<file path="src/hdl/pcs_cfg.svh">
// Register offsets, field positions and reset values of the pin configuration block
`ifndef PCS_CFG_SVH
`define PCS_CFG_SVH
`define PCS_ADDR_W 8
`define PCS_OFS_OUT_EN 8'h44
`define PCS_OFS_OUT_VAL 8'h45
`define PCS_OFS_IN_STATE 8'h46
`define PCS_OFS_SIG_CTRL 8'h47
`define PCS_BIT_SIGNAL_IN_PIN 7
`define PCS_BIT_CLOCK_OUT_PIN 6
`define PCS_BIT_HSEL1 5
`define PCS_BIT_HSEL0 4
`define PCS_BIT_TCK 3
`define PCS_BIT_TDI 2
`define PCS_BIT_TDO 1
`define PCS_BIT_TMS 0
`define PCS_SCAN_MASK 8'h0F
`define PCS_FAST_BIT 7
`define PCS_SRC_MSB 3
`define PCS_SRC_LSB 0
`define PCS_RST_BYTE 8'h00
`define PCS_RST_SRC 4'h0
`define PCS_SIG_CTRL_MASK 8'h8F
`endif

</file>
<file path="src/hdl/pcs_pkg.sv">
// Types of the pin configuration block
package pcs_pkg;
   typedef enum logic [3:0] {
      PCS_SRC_HIZ0 = 4'b0000,
      PCS_SRC_HIZ1 = 4'b0001,
      PCS_SRC_LOW = 4'b0010,
      PCS_SRC_HIGH = 4'b0011,
      PCS_SRC_TX_ENV = 4'b0100,
      PCS_SRC_TX_ACT = 4'b0101,
      PCS_SRC_CONTACT = 4'b0110,
      PCS_SRC_RX_ENV = 4'b0111,
      PCS_SRC_RX_ACT = 4'b1000,
      PCS_SRC_RX_BIT = 4'b1001
   } pcs_src_t;
endpackage

</file>
<file path="src/hdl/pcs_sig_mux.sv">
// Signal-out pin source selector
`timescale 1ns/1ps
`include "pcs_cfg.svh"
module pcs_sig_mux
   import pcs_pkg::*;
(
   input wire logic clk,
   input wire logic rst_n,
   input wire logic clk_en,
   input wire logic [3:0] signal_output_source,
   input wire logic tx_envelope,
   input wire logic tx_active,
   input wire logic generic_contact_signal,
   input wire logic rx_envelope,
   input wire logic rx_active,
   input wire logic rx_bit,
   output logic signal_out_pin_o,
   output logic signal_out_pin_oe
);
   logic out_next;
   logic oe_next;

   always_comb begin
      out_next = 1'b0;
      oe_next = 1'b1;
      case (signal_output_source)
         PCS_SRC_HIZ0, PCS_SRC_HIZ1: oe_next = 1'b0;
         PCS_SRC_LOW: out_next = 1'b0;
         PCS_SRC_HIGH: out_next = 1'b1;
         PCS_SRC_TX_ENV: out_next = tx_envelope;
         PCS_SRC_TX_ACT: out_next = tx_active;
         PCS_SRC_CONTACT: out_next = generic_contact_signal;
         // Only meaningful for type A at 106 kBd; passed through regardless
         PCS_SRC_RX_ENV: out_next = rx_envelope;
         PCS_SRC_RX_ACT: out_next = rx_active;
         PCS_SRC_RX_BIT: out_next = rx_bit;
         default: oe_next = 1'b0;
      endcase
   end

   // Registered so the pad sees no decode glitches
   always_ff @(posedge clk) begin
      if (!rst_n) begin
         signal_out_pin_o <= 1'b0;
         signal_out_pin_oe <= 1'b0;
      end else if (clk_en) begin
         signal_out_pin_o <= out_next;
         signal_out_pin_oe <= oe_next;
      end
   end

   chk_fixed_high: assert property (@(posedge clk) disable iff (!rst_n)
      clk_en && signal_output_source == PCS_SRC_HIGH |=> signal_out_pin_oe && signal_out_pin_o)
      else $error("signal out not driven high");
   chk_hiz_select: assert property (@(posedge clk) disable iff (!rst_n)
      clk_en && (signal_output_source <= PCS_SRC_HIZ1 || signal_output_source > PCS_SRC_RX_BIT)
      |=> !signal_out_pin_oe)
      else $error("signal out not 3-state");
   chk_rx_bit_route: assert property (@(posedge clk) disable iff (!rst_n)
      clk_en && signal_output_source == PCS_SRC_RX_BIT |=> signal_out_pin_o == $past(rx_bit))
      else $error("rx bit not routed");
   chk_tx_env_route: assert property (@(posedge clk) disable iff (!rst_n)
      clk_en && signal_output_source == PCS_SRC_TX_ENV |=> signal_out_pin_oe
      && signal_out_pin_o == $past(tx_envelope))
      else $error("tx envelope not routed");
endmodule

</file>
<file path="src/hdl/pcs_pin_config.sv">
// Pin configuration register bank and multiplexed pin drivers
//
// The address-and-strobe port was decided locally.
`timescale 1ns/1ps
`include "pcs_cfg.svh"
module pcs_pin_config
   import pcs_pkg::*;
#(
   parameter int PIN_COUNT = 8
)
(
   input wire logic clk,
   input wire logic rst_n,
   input wire logic clk_en,
   input wire logic [`PCS_ADDR_W-1:0] reg_addr,
   input wire logic [7:0] reg_wdata,
   input wire logic reg_wr,
   input wire logic reg_rd,
   output logic [7:0] reg_rdata,
   input wire logic boundary_scan_active,
   input wire logic [PIN_COUNT-1:0] scan_pin_o,
   input wire logic [PIN_COUNT-1:0] scan_pin_oe,
   input wire logic clock_out_func,
   input wire logic [PIN_COUNT-1:0] pin_i,
   output logic [PIN_COUNT-1:0] pin_o,
   output logic [PIN_COUNT-1:0] pin_oe,
   input wire logic tx_envelope,
   input wire logic tx_active,
   input wire logic generic_contact_signal,
   input wire logic rx_envelope,
   input wire logic rx_active,
   input wire logic rx_bit,
   output logic signal_out_pin_o,
   output logic signal_out_pin_oe,
   output logic fast_pad_switching
);
   logic [7:0] pin_output_enable_reg;
   logic [7:0] pin_output_value_reg;
   logic [7:0] pin_input_state_reg;
   logic fast_pad_reg;
   logic [3:0] signal_output_source_reg;
   logic [7:0] rdata_next;
   logic [PIN_COUNT-1:0] scan_owned;
   logic [PIN_COUNT-1:0] pin_o_next;
   logic [PIN_COUNT-1:0] pin_oe_next;

   // Register writes
   always_ff @(posedge clk) begin
      if (!rst_n) begin
         pin_output_enable_reg <= `PCS_RST_BYTE;
         pin_output_value_reg <= `PCS_RST_BYTE;
         fast_pad_reg <= 1'b0;
         signal_output_source_reg <= `PCS_RST_SRC;
      end else if (clk_en && reg_wr) begin
         if (reg_addr == `PCS_OFS_OUT_EN) begin
            pin_output_enable_reg <= reg_wdata;
         end else if (reg_addr == `PCS_OFS_OUT_VAL) begin
            pin_output_value_reg <= reg_wdata;
         end else if (reg_addr == `PCS_OFS_SIG_CTRL) begin
            fast_pad_reg <= reg_wdata[`PCS_FAST_BIT];
            signal_output_source_reg <= reg_wdata[`PCS_SRC_MSB:`PCS_SRC_LSB];
         end
      end
   end

   // Pins are synchronous inputs; one sample stage feeds the readback
   always_ff @(posedge clk) begin
      if (!rst_n) begin
         pin_input_state_reg <= `PCS_RST_BYTE;
      end else if (clk_en) begin
         pin_input_state_reg <= pin_i;
      end
   end

   // Read decode; unmapped addresses and reserved bits read zero
   always_comb begin
      rdata_next = `PCS_RST_BYTE;
      if (reg_addr == `PCS_OFS_OUT_EN) begin
         rdata_next = pin_output_enable_reg;
      end else if (reg_addr == `PCS_OFS_OUT_VAL) begin
         rdata_next = pin_output_value_reg;
      end else if (reg_addr == `PCS_OFS_IN_STATE) begin
         rdata_next = pin_input_state_reg;
      end else if (reg_addr == `PCS_OFS_SIG_CTRL) begin
         rdata_next = {fast_pad_reg, 3'h0, signal_output_source_reg} & `PCS_SIG_CTRL_MASK;
      end
   end

   always_ff @(posedge clk) begin
      if (!rst_n) begin
         reg_rdata <= `PCS_RST_BYTE;
      end else if (clk_en) begin
         reg_rdata <= reg_rd ? rdata_next : `PCS_RST_BYTE;
      end
   end

   assign scan_owned = boundary_scan_active ? PIN_COUNT'(`PCS_SCAN_MASK) : '0;

   // Per-pin driver selection
   genvar g;
   generate
      for (g = 0; g < PIN_COUNT; g = g + 1) begin : g_pin
         always_comb begin
            if (scan_owned[g]) begin
               pin_o_next[g] = scan_pin_o[g];
               pin_oe_next[g] = scan_pin_oe[g];
            end else if (pin_output_enable_reg[g]) begin
               pin_o_next[g] = pin_output_value_reg[g];
               pin_oe_next[g] = 1'b1;
            end else if (g == `PCS_BIT_CLOCK_OUT_PIN) begin
               pin_o_next[g] = clock_out_func;
               pin_oe_next[g] = 1'b1;
            end else begin
               pin_o_next[g] = 1'b0;
               pin_oe_next[g] = 1'b0;
            end
         end
      end
   endgenerate

   // Clock-out function passes through a flop, so it is limited to half the clock rate
   always_ff @(posedge clk) begin
      if (!rst_n) begin
         pin_o <= '0;
         pin_oe <= '0;
      end else if (clk_en) begin
         pin_o <= pin_o_next;
         pin_oe <= pin_oe_next;
      end
   end

   assign fast_pad_switching = fast_pad_reg;

   pcs_sig_mux u_sig_mux (
      .clk(clk),
      .rst_n(rst_n),
      .clk_en(clk_en),
      .signal_output_source(signal_output_source_reg),
      .tx_envelope(tx_envelope),
      .tx_active(tx_active),
      .generic_contact_signal(generic_contact_signal),
      .rx_envelope(rx_envelope),
      .rx_active(rx_active),
      .rx_bit(rx_bit),
      .signal_out_pin_o(signal_out_pin_o),
      .signal_out_pin_oe(signal_out_pin_oe)
   );

   chk_enable_drives: assert property (@(posedge clk) disable iff (!rst_n)
      clk_en && pin_output_enable_reg[`PCS_BIT_SIGNAL_IN_PIN]
      |=> pin_oe[`PCS_BIT_SIGNAL_IN_PIN]
      && pin_o[`PCS_BIT_SIGNAL_IN_PIN] == $past(pin_output_value_reg[`PCS_BIT_SIGNAL_IN_PIN]))
      else $error("enabled pin not driving its value");
   chk_clock_replaced: assert property (@(posedge clk) disable iff (!rst_n)
      clk_en && pin_output_enable_reg[`PCS_BIT_CLOCK_OUT_PIN]
      |=> pin_oe[`PCS_BIT_CLOCK_OUT_PIN]
      && pin_o[`PCS_BIT_CLOCK_OUT_PIN] == $past(pin_output_value_reg[`PCS_BIT_CLOCK_OUT_PIN]))
      else $error("clock function not switched off");
   chk_scan_owns: assert property (@(posedge clk) disable iff (!rst_n)
      clk_en && boundary_scan_active
      |=> pin_oe[3:0] == $past(scan_pin_oe[3:0]) && pin_o[3:0] == $past(scan_pin_o[3:0]))
      else $error("scan pins not under scan control");
   chk_input_only: assert property (@(posedge clk) disable iff (!rst_n)
      clk_en && !boundary_scan_active && pin_output_enable_reg[`PCS_BIT_HSEL0] == 1'b0
      |=> !pin_oe[`PCS_BIT_HSEL0])
      else $error("unenabled pin drives");
   chk_input_read: assert property (@(posedge clk) disable iff (!rst_n)
      clk_en && $past(clk_en) && $past(rst_n) && reg_rd && reg_addr == `PCS_OFS_IN_STATE
      |=> reg_rdata == $past(pin_i, 2))
      else $error("input state readback wrong");
   chk_fast_pad: assert property (@(posedge clk) disable iff (!rst_n)
      clk_en && reg_wr && reg_addr == `PCS_OFS_SIG_CTRL
      |=> fast_pad_switching == $past(reg_wdata[`PCS_FAST_BIT]))
      else $error("fast pad bit not stored");

   // Reset leaves every register cleared and every pin released
   chk_reset_regs: assert property (@(posedge clk)
      !rst_n
      |=> pin_output_enable_reg == `PCS_RST_BYTE && pin_output_value_reg == `PCS_RST_BYTE)
      else $error("registers not cleared by reset");
   chk_reset_source: assert property (@(posedge clk)
      !rst_n
      |=> signal_output_source_reg == `PCS_RST_SRC && !fast_pad_reg)
      else $error("control register not cleared by reset");
   chk_reset_pins: assert property (@(posedge clk)
      !rst_n
      |=> pin_oe == '0 && !signal_out_pin_oe)
      else $error("pins driven during reset");
   chk_reset_rdata: assert property (@(posedge clk)
      !rst_n
      |=> reg_rdata == `PCS_RST_BYTE && pin_input_state_reg == `PCS_RST_BYTE)
      else $error("read path not cleared by reset");

   // Stores and holds
   chk_enable_write: assert property (@(posedge clk) disable iff (!rst_n)
      clk_en && reg_wr && reg_addr == `PCS_OFS_OUT_EN
      |=> pin_output_enable_reg == $past(reg_wdata))
      else $error("enable register not written");
   chk_value_write: assert property (@(posedge clk) disable iff (!rst_n)
      clk_en && reg_wr && reg_addr == `PCS_OFS_OUT_VAL
      |=> pin_output_value_reg == $past(reg_wdata))
      else $error("value register not written");
   chk_source_write: assert property (@(posedge clk) disable iff (!rst_n)
      clk_en && reg_wr && reg_addr == `PCS_OFS_SIG_CTRL
      |=> signal_output_source_reg == $past(reg_wdata[`PCS_SRC_MSB:`PCS_SRC_LSB]))
      else $error("source field not written");
   chk_input_ro: assert property (@(posedge clk) disable iff (!rst_n)
      clk_en && reg_wr && reg_addr == `PCS_OFS_IN_STATE
      |=> $stable(pin_output_enable_reg) && $stable(pin_output_value_reg))
      else $error("write to input state changed a register");
   chk_enable_hold: assert property (@(posedge clk) disable iff (!rst_n)
      !(clk_en && reg_wr && reg_addr == `PCS_OFS_OUT_EN)
      |=> $stable(pin_output_enable_reg))
      else $error("enable register changed without a write");
   chk_value_hold: assert property (@(posedge clk) disable iff (!rst_n)
      !(clk_en && reg_wr && reg_addr == `PCS_OFS_OUT_VAL)
      |=> $stable(pin_output_value_reg))
      else $error("value register changed without a write");
   chk_control_hold: assert property (@(posedge clk) disable iff (!rst_n)
      !(clk_en && reg_wr && reg_addr == `PCS_OFS_SIG_CTRL)
      |=> $stable(fast_pad_reg) && $stable(signal_output_source_reg))
      else $error("control register changed without a write");

   // A low clock enable must freeze every flop, read data included
   chk_freeze_pins: assert property (@(posedge clk) disable iff (!rst_n)
      !clk_en
      |=> $stable(pin_o) && $stable(pin_oe))
      else $error("pins moved while frozen");
   chk_freeze_input: assert property (@(posedge clk) disable iff (!rst_n)
      !clk_en
      |=> $stable(pin_input_state_reg))
      else $error("input sample moved while frozen");
   chk_freeze_rdata: assert property (@(posedge clk) disable iff (!rst_n)
      !clk_en
      |=> $stable(reg_rdata))
      else $error("read data moved while frozen");
   chk_freeze_signal_out_pin: assert property (@(posedge clk) disable iff (!rst_n)
      !clk_en
      |=> $stable(signal_out_pin_o) && $stable(signal_out_pin_oe))
      else $error("signal out moved while frozen");

   // Read data stands one cycle after the strobe and is zero after any enabled cycle without one
   chk_read_enable: assert property (@(posedge clk) disable iff (!rst_n)
      clk_en && reg_rd && reg_addr == `PCS_OFS_OUT_EN
      |=> reg_rdata == $past(pin_output_enable_reg))
      else $error("enable register readback wrong");
   chk_read_value: assert property (@(posedge clk) disable iff (!rst_n)
      clk_en && reg_rd && reg_addr == `PCS_OFS_OUT_VAL
      |=> reg_rdata == $past(pin_output_value_reg))
      else $error("value register readback wrong");
   chk_read_control: assert property (@(posedge clk) disable iff (!rst_n)
      clk_en && reg_rd && reg_addr == `PCS_OFS_SIG_CTRL
      |=> reg_rdata == {$past(fast_pad_reg), 3'h0, $past(signal_output_source_reg)})
      else $error("control register readback wrong");
   chk_read_unmapped: assert property (@(posedge clk) disable iff (!rst_n)
      clk_en && reg_rd && (reg_addr < `PCS_OFS_OUT_EN || reg_addr > `PCS_OFS_SIG_CTRL)
      |=> reg_rdata == `PCS_RST_BYTE)
      else $error("unmapped address reads nonzero");
   chk_read_idle: assert property (@(posedge clk) disable iff (!rst_n)
      clk_en && !reg_rd
      |=> reg_rdata == `PCS_RST_BYTE)
      else $error("read data without a read strobe");
   chk_input_sample: assert property (@(posedge clk) disable iff (!rst_n)
      rst_n && clk_en
      |=> pin_input_state_reg == $past(pin_i))
      else $error("input state not sampled");

   // Per-pin ownership: scan logic, software enable, clock function or nobody
   generate
      for (genvar k = 0; k < PIN_COUNT; k = k + 1) begin : g_pin_chk
         chk_pin_driven: assert property (@(posedge clk) disable iff (!rst_n)
            clk_en && pin_output_enable_reg[k] && !scan_owned[k]
            |=> pin_oe[k] && pin_o[k] == $past(pin_output_value_reg[k]))
            else $error("enabled pin not driving its value");
         chk_pin_released: assert property (@(posedge clk) disable iff (!rst_n)
            clk_en && k != `PCS_BIT_CLOCK_OUT_PIN && !pin_output_enable_reg[k] && !scan_owned[k]
            |=> !pin_oe[k])
            else $error("unenabled pin drives");
         chk_pin_scan: assert property (@(posedge clk) disable iff (!rst_n)
            clk_en && scan_owned[k]
            |=> pin_oe[k] == $past(scan_pin_oe[k]) && pin_o[k] == $past(scan_pin_o[k]))
            else $error("scan pin not under scan control");
      end
   endgenerate

   chk_clock_function: assert property (@(posedge clk) disable iff (!rst_n)
      rst_n && clk_en && !pin_output_enable_reg[`PCS_BIT_CLOCK_OUT_PIN]
      |=> pin_oe[`PCS_BIT_CLOCK_OUT_PIN] && pin_o[`PCS_BIT_CLOCK_OUT_PIN] == $past(clock_out_func))
      else $error("clock function not on its pin");
   chk_upper_unscanned: assert property (@(posedge clk) disable iff (!rst_n)
      clk_en && boundary_scan_active && pin_output_enable_reg[`PCS_BIT_HSEL1]
      |=> pin_oe[`PCS_BIT_HSEL1] && pin_o[`PCS_BIT_HSEL1] == $past(pin_output_value_reg[5]))
      else $error("scan took a pin it does not own");
   chk_hsel_unscanned: assert property (@(posedge clk) disable iff (!rst_n)
      clk_en && boundary_scan_active && !pin_output_enable_reg[`PCS_BIT_HSEL0]
      |=> !pin_oe[`PCS_BIT_HSEL0])
      else $error("scan drives a pin it does not own");
   chk_released_low: assert property (@(posedge clk) disable iff (!rst_n)
      clk_en && !boundary_scan_active && !pin_output_enable_reg[`PCS_BIT_TMS]
      |=> !pin_oe[`PCS_BIT_TMS] && !pin_o[`PCS_BIT_TMS])
      else $error("released pin not quiet");
   chk_fast_stable: assert property (@(posedge clk) disable iff (!rst_n)
      !(clk_en && reg_wr && reg_addr == `PCS_OFS_SIG_CTRL)
      |=> $stable(fast_pad_switching))
      else $error("fast pad mode changed without a write");

   // Signal-out selections seen from the register side
   chk_signal_out_pin_low: assert property (@(posedge clk) disable iff (!rst_n)
      clk_en && signal_output_source_reg == PCS_SRC_LOW
      |=> signal_out_pin_oe && !signal_out_pin_o)
      else $error("signal out not driven low");
   chk_signal_out_pin_high: assert property (@(posedge clk) disable iff (!rst_n)
      clk_en && signal_output_source_reg == PCS_SRC_HIGH
      |=> signal_out_pin_oe && signal_out_pin_o)
      else $error("signal out not driven high");
   chk_signal_out_pin_tx_act: assert property (@(posedge clk) disable iff (!rst_n)
      clk_en && signal_output_source_reg == PCS_SRC_TX_ACT
      |=> signal_out_pin_oe && signal_out_pin_o == $past(tx_active))
      else $error("tx active not routed");
   chk_signal_out_pin_contact: assert property (@(posedge clk) disable iff (!rst_n)
      clk_en && signal_output_source_reg == PCS_SRC_CONTACT
      |=> signal_out_pin_oe && signal_out_pin_o == $past(generic_contact_signal))
      else $error("contact signal not routed");
   chk_signal_out_pin_rx_env: assert property (@(posedge clk) disable iff (!rst_n)
      clk_en && signal_output_source_reg == PCS_SRC_RX_ENV
      |=> signal_out_pin_oe && signal_out_pin_o == $past(rx_envelope))
      else $error("rx envelope not routed");
   chk_signal_out_pin_rx_act: assert property (@(posedge clk) disable iff (!rst_n)
      clk_en && signal_output_source_reg == PCS_SRC_RX_ACT
      |=> signal_out_pin_oe && signal_out_pin_o == $past(rx_active))
      else $error("rx active not routed");
   chk_signal_out_pin_reserved: assert property (@(posedge clk) disable iff (!rst_n)
      clk_en && signal_output_source_reg > PCS_SRC_RX_BIT
      |=> !signal_out_pin_oe)
      else $error("undefined source drives signal out");
endmodule

</file>
<file path="config.mk">
export PLATFORM = sky130hd
export DESIGN_NAME = pcs_pin_config
export DESIGN_NICKNAME = d
export VERILOG_FILES = /design/src/hdl/pcs_pkg.sv /design/src/hdl/pcs_sig_mux.sv /design/src/hdl/pcs_pin_config.sv
export VERILOG_INCLUDE_DIRS = /design/src /design/src/hdl
export SDC_FILE = /design/constraint.sdc
export NUM_CORES = 1
export LEC_CHECK = 0
export BUFFER_PORTS_ARGS = -buffer_cell sky130_fd_sc_hd__buf_2
export CELL_PAD_IN_SITES_DETAIL_PLACEMENT = 0
export CELL_PAD_IN_SITES_GLOBAL_PLACEMENT = 2
export CORE_UTILIZATION = 28
export CTS_BUF_LIST = sky130_fd_sc_hd__clkbuf_8
export CTS_CLUSTER_DIAMETER = 50
export DETAILED_ROUTE_END_ITERATION = 7
export PLACE_DENSITY_LB_ADDON = 0.1
export SETUP_SLACK_MARGIN = 0.05
export SYNTH_ARGS = -nofsm -noshare
export SYNTH_HDL_FRONTEND = slang
export SYNTH_HIERARCHICAL = 1
export SYNTH_SLANG_ARGS = --single-unit
</file>
<file path="constraint.sdc">
create_clock -name clk -period 1.2 [get_ports clk]
set_clock_uncertainty 0.05 [all_clocks]
set_input_delay 0.06 -clock clk [delete_from_list [all_inputs] [get_ports clk]]
set_output_delay 0.06 -clock clk [all_outputs]
set_load 0.02 [all_outputs]
</file>
==> metrics.md <==
| Metric | Value |
|---|---|
| Fmax | 0.8750 GHz |
| Final core utilization | 40.42% |
| Hold WS | 0.04125 ns |
| Avg Synthesized Cell Area | 9.289 um^2 |
| Clk_lat worst skew | 0.31 ns |
| DIE AREA | 0.009542 mm^2 |
| Setup crit start kind | flop |
| Crit share post-route | 95.24% |
| Residual DRC | 14 |
| Post-synth EDFFs | 0 |
| RSZ-0062 raised after global routing | true |
| Post-Place Cell Area | 0.003216 mm^2 |
| Distinct cells, synth | 35 |
| Hold WC Path Type | primary input to flop |
| H-tree Lvls | 2 |
| Fin Setup TNS | 0 ns |
| Largest net degree at the start of global routing | 27 |
| Cells after synthesis | 276 |
| Top area cells in the synthesized netlist | dfxtp_1 (43%), mux2i_1 (9.0%), o31ai_1 (6.1%) |
| IO buf count | 71 |
| Async S/R FF share, synth | 0% |
| M1 GR Usage | 22.54% |
| Final nets | 430 |
| Layout cells sized above 1 | 31.75% |
| Global routing usage on met3 | 2.662% |
| Synth top area share | 42.95% |
| DR WL/cell | 16.14 um |
| Slew headroom | 74.73% |
| Total leakage power | 1.443 nW |
| Vias per inst | 5.086 |
| Total grt overflow | 0 |
| HP Start | scan_pin_oe[3] |
| CORE AREA | 0.008806 mm^2 |
| Initial Util | 29.11% |
| Max incr delay on CP | 0.40 ns |
| Site row count | 34 |
| CP max FO | 5 |
| DIE HEIGHT | 97.69 um |
| Outcome | finished with violations |
| Slew Viols, Final | 0 |
| DR vias | 2,472 |
| Seq/Total Area, Yosys | 42.95% |
| Power consumption | 0.003651 W |
| Arr. time, crit path | 1.35 ns |
| Synthesized Nets | 329 |
| Routed wire length | 7846 um |
| Worst Setup SP | signal_output_source_reg[0] |
| Top_reg_cell synth | dfxtp_1 |
| Clock transition at the registers of the reported paths | 0.10 ns |
| First-pass GRT wire length | 13,040 um |
| Io pins | 80 |
| Max Root-Sink Buffers | 2 |
| Yosys warns | 6 |
| Violated checks | design-rule violations |
| CTS sink count | 55 |
| Placer Congestion | 0.7885 |
| Final setup fails | 0 |
| Critical Path, Cell by Cell | buf_4, a21oi_1, a311oi_1, a211o_2 |
| Pwr Density | 1026 mW/mm^2 |
| Yosys reg bits | 55 |
| TritonRoute pass-1 iters | 6 |
| Post-DRT Antenna Nets | 0 |
| Design Area, Final | 0.003560 mm^2 |
| Tmin final | 1.143 ns |
| Area growth from synthesis to layout | 38.85% |
| Post-synthesis cell area | 0.002564 mm^2 |
| Worst-Margin Slew | 0.3791 ns |
| Most common cell after layout, fill and taps aside | buf_2 |
| Critical path class | flop to flop |
| GRT busiest layer | met2 |
| Most frequent cells in the layout | buf_2 (71), dfxtp_1 (51), a21oi_1 (28) |
| R2r startpoint | signal_output_source_reg[0] |
| Worst VDD drop | 0.4037 mV |
| Tot GR Track Use | 17.25% |
| Final hold viol count | 0 |
| Slowest cell on crit path | dfxtp_4 |
| Post-synth top area cell | dfxtp_1 |
| Total CTS buffers | 5 |
| N_diodes | 0 |
| Max_cap viols | 0 |
| Die W | 97.69 um |
| Hpwl dp | 5626 um |
| Vias in the first global route | 2,475 |
| DRT iter0 DRCs | 81 |
| Initial antenna violation count | 0 |
| Critical path endpoint category | flop |
| TritonCTS clock tree | built |
| Filler cells | 921 |
| WP data required | 1.41 ns |
| GRT met2 Usage | 29.51% |
| Clk root buf | clkbuf_8 |
path summary, 6_finish.rpt:
path / end / slack, ns / cells after the start
max: u_sig_mux/signal_out_pin_o / 0.06 / 4
min: pin_oe[3] / 0.04 / 3
max reg2reg: u_sig_mux/signal_out_pin_o / 0.06 / 4
min reg2reg: pin_oe[6] / 0.42 / 2
layer usage:
layer | up-vias | wire [um]
met3 | 9 | 279
met4 | 0 | 100
met2 | 56 | 3746
met5 | - | 0
met1 | 1153 | 3720
li1 | 1254 | -
final cells by class:
cell class,count,area (um^2),area share (%)
Tap cell,108,135.1,3.796
Sequential cell,55,1111,31.21
Inverter,2,7.507,0.2109
Timing Repair Buffer,119,828.3,23.27
Clock buffer,5,68.82,1.933
Clock inverter,3,42.54,1.195
Multi-Input combinational cell,194,1366,38.38
cell families (layout without fill, tap and decap cells):
| kind of cell | Yosys count | in the layout | synth area share (%) |
|---|---|---|---|
| simple gates | 95 | 95 | 22.21 |
| compound gates | 76 | 76 | 20.79 |
| flops | 55 | 55 | 42.95 |
| buf+inv | 27 | 129 | 5.075 |
| mux | 23 | 23 | 8.980 |
cell usage after synthesis, types with 2 or more instances:
cell type	n
and4b_1	2
nor2b_1	6
dfxtp_1	55
nand3_1	3
o31ai_1	21
nand4_1	21
nand3b_1	12
a311oi_1	5
buf_6	3
a2bb2oi_1	5
a21oi_1	28
nor2_1	25
mux2i_1	23
nand2_1	6
a32o_1	8
nand4b_1	2
buf_1	2
buf_2	5
nand2b_1	9
clkbuf_1	15
nor4b_2	2
a211oi_1	5
worst max-delay path, delay by kind of cell (launching register included):
| kind | cells | cell delay, ns |
|---|---|---|
| flip-flops | 1 | 0.40 |
| buffers and inverters | 1 | 0.12 |
| AO/OA/AOI/OAI | 3 | 0.53 |
where the power goes:
group / total (W) / internal [W] / leakage (nW) / switching (W)
Combinational: 0.000517 / 0.000252 / 0.933 / 0.000266
Sequential: 0.00188 / 0.00186 / 0.450 / 0.0000190
Clock: 0.00126 / 0.000624 / 0.0599 / 0.000633
Total: 0.00365 / 0.00273 / 1.44 / 0.000918
metrics by stage:
stage	std cells	setup slack, ns
3_3_place_gp	457	-0.1901
2_1_floorplan	276	0.008259
6_report	486	0.05712
3_5_place_dp	457	-0.2335
5_1_grt	486	0.001236
4_1_cts	486	0.05013
timing repair:
action | in CTS | in global routing
endpoints found under the hold margin | 29 | 0
hold buffers | 20 | 0
buffers inserted | 1 | 0
gates resized for setup | 6 | 3
endpoints found under the setup margin | 4 | 4
pin swaps | 1 | 3
Power figures use the tool's default switching activity.
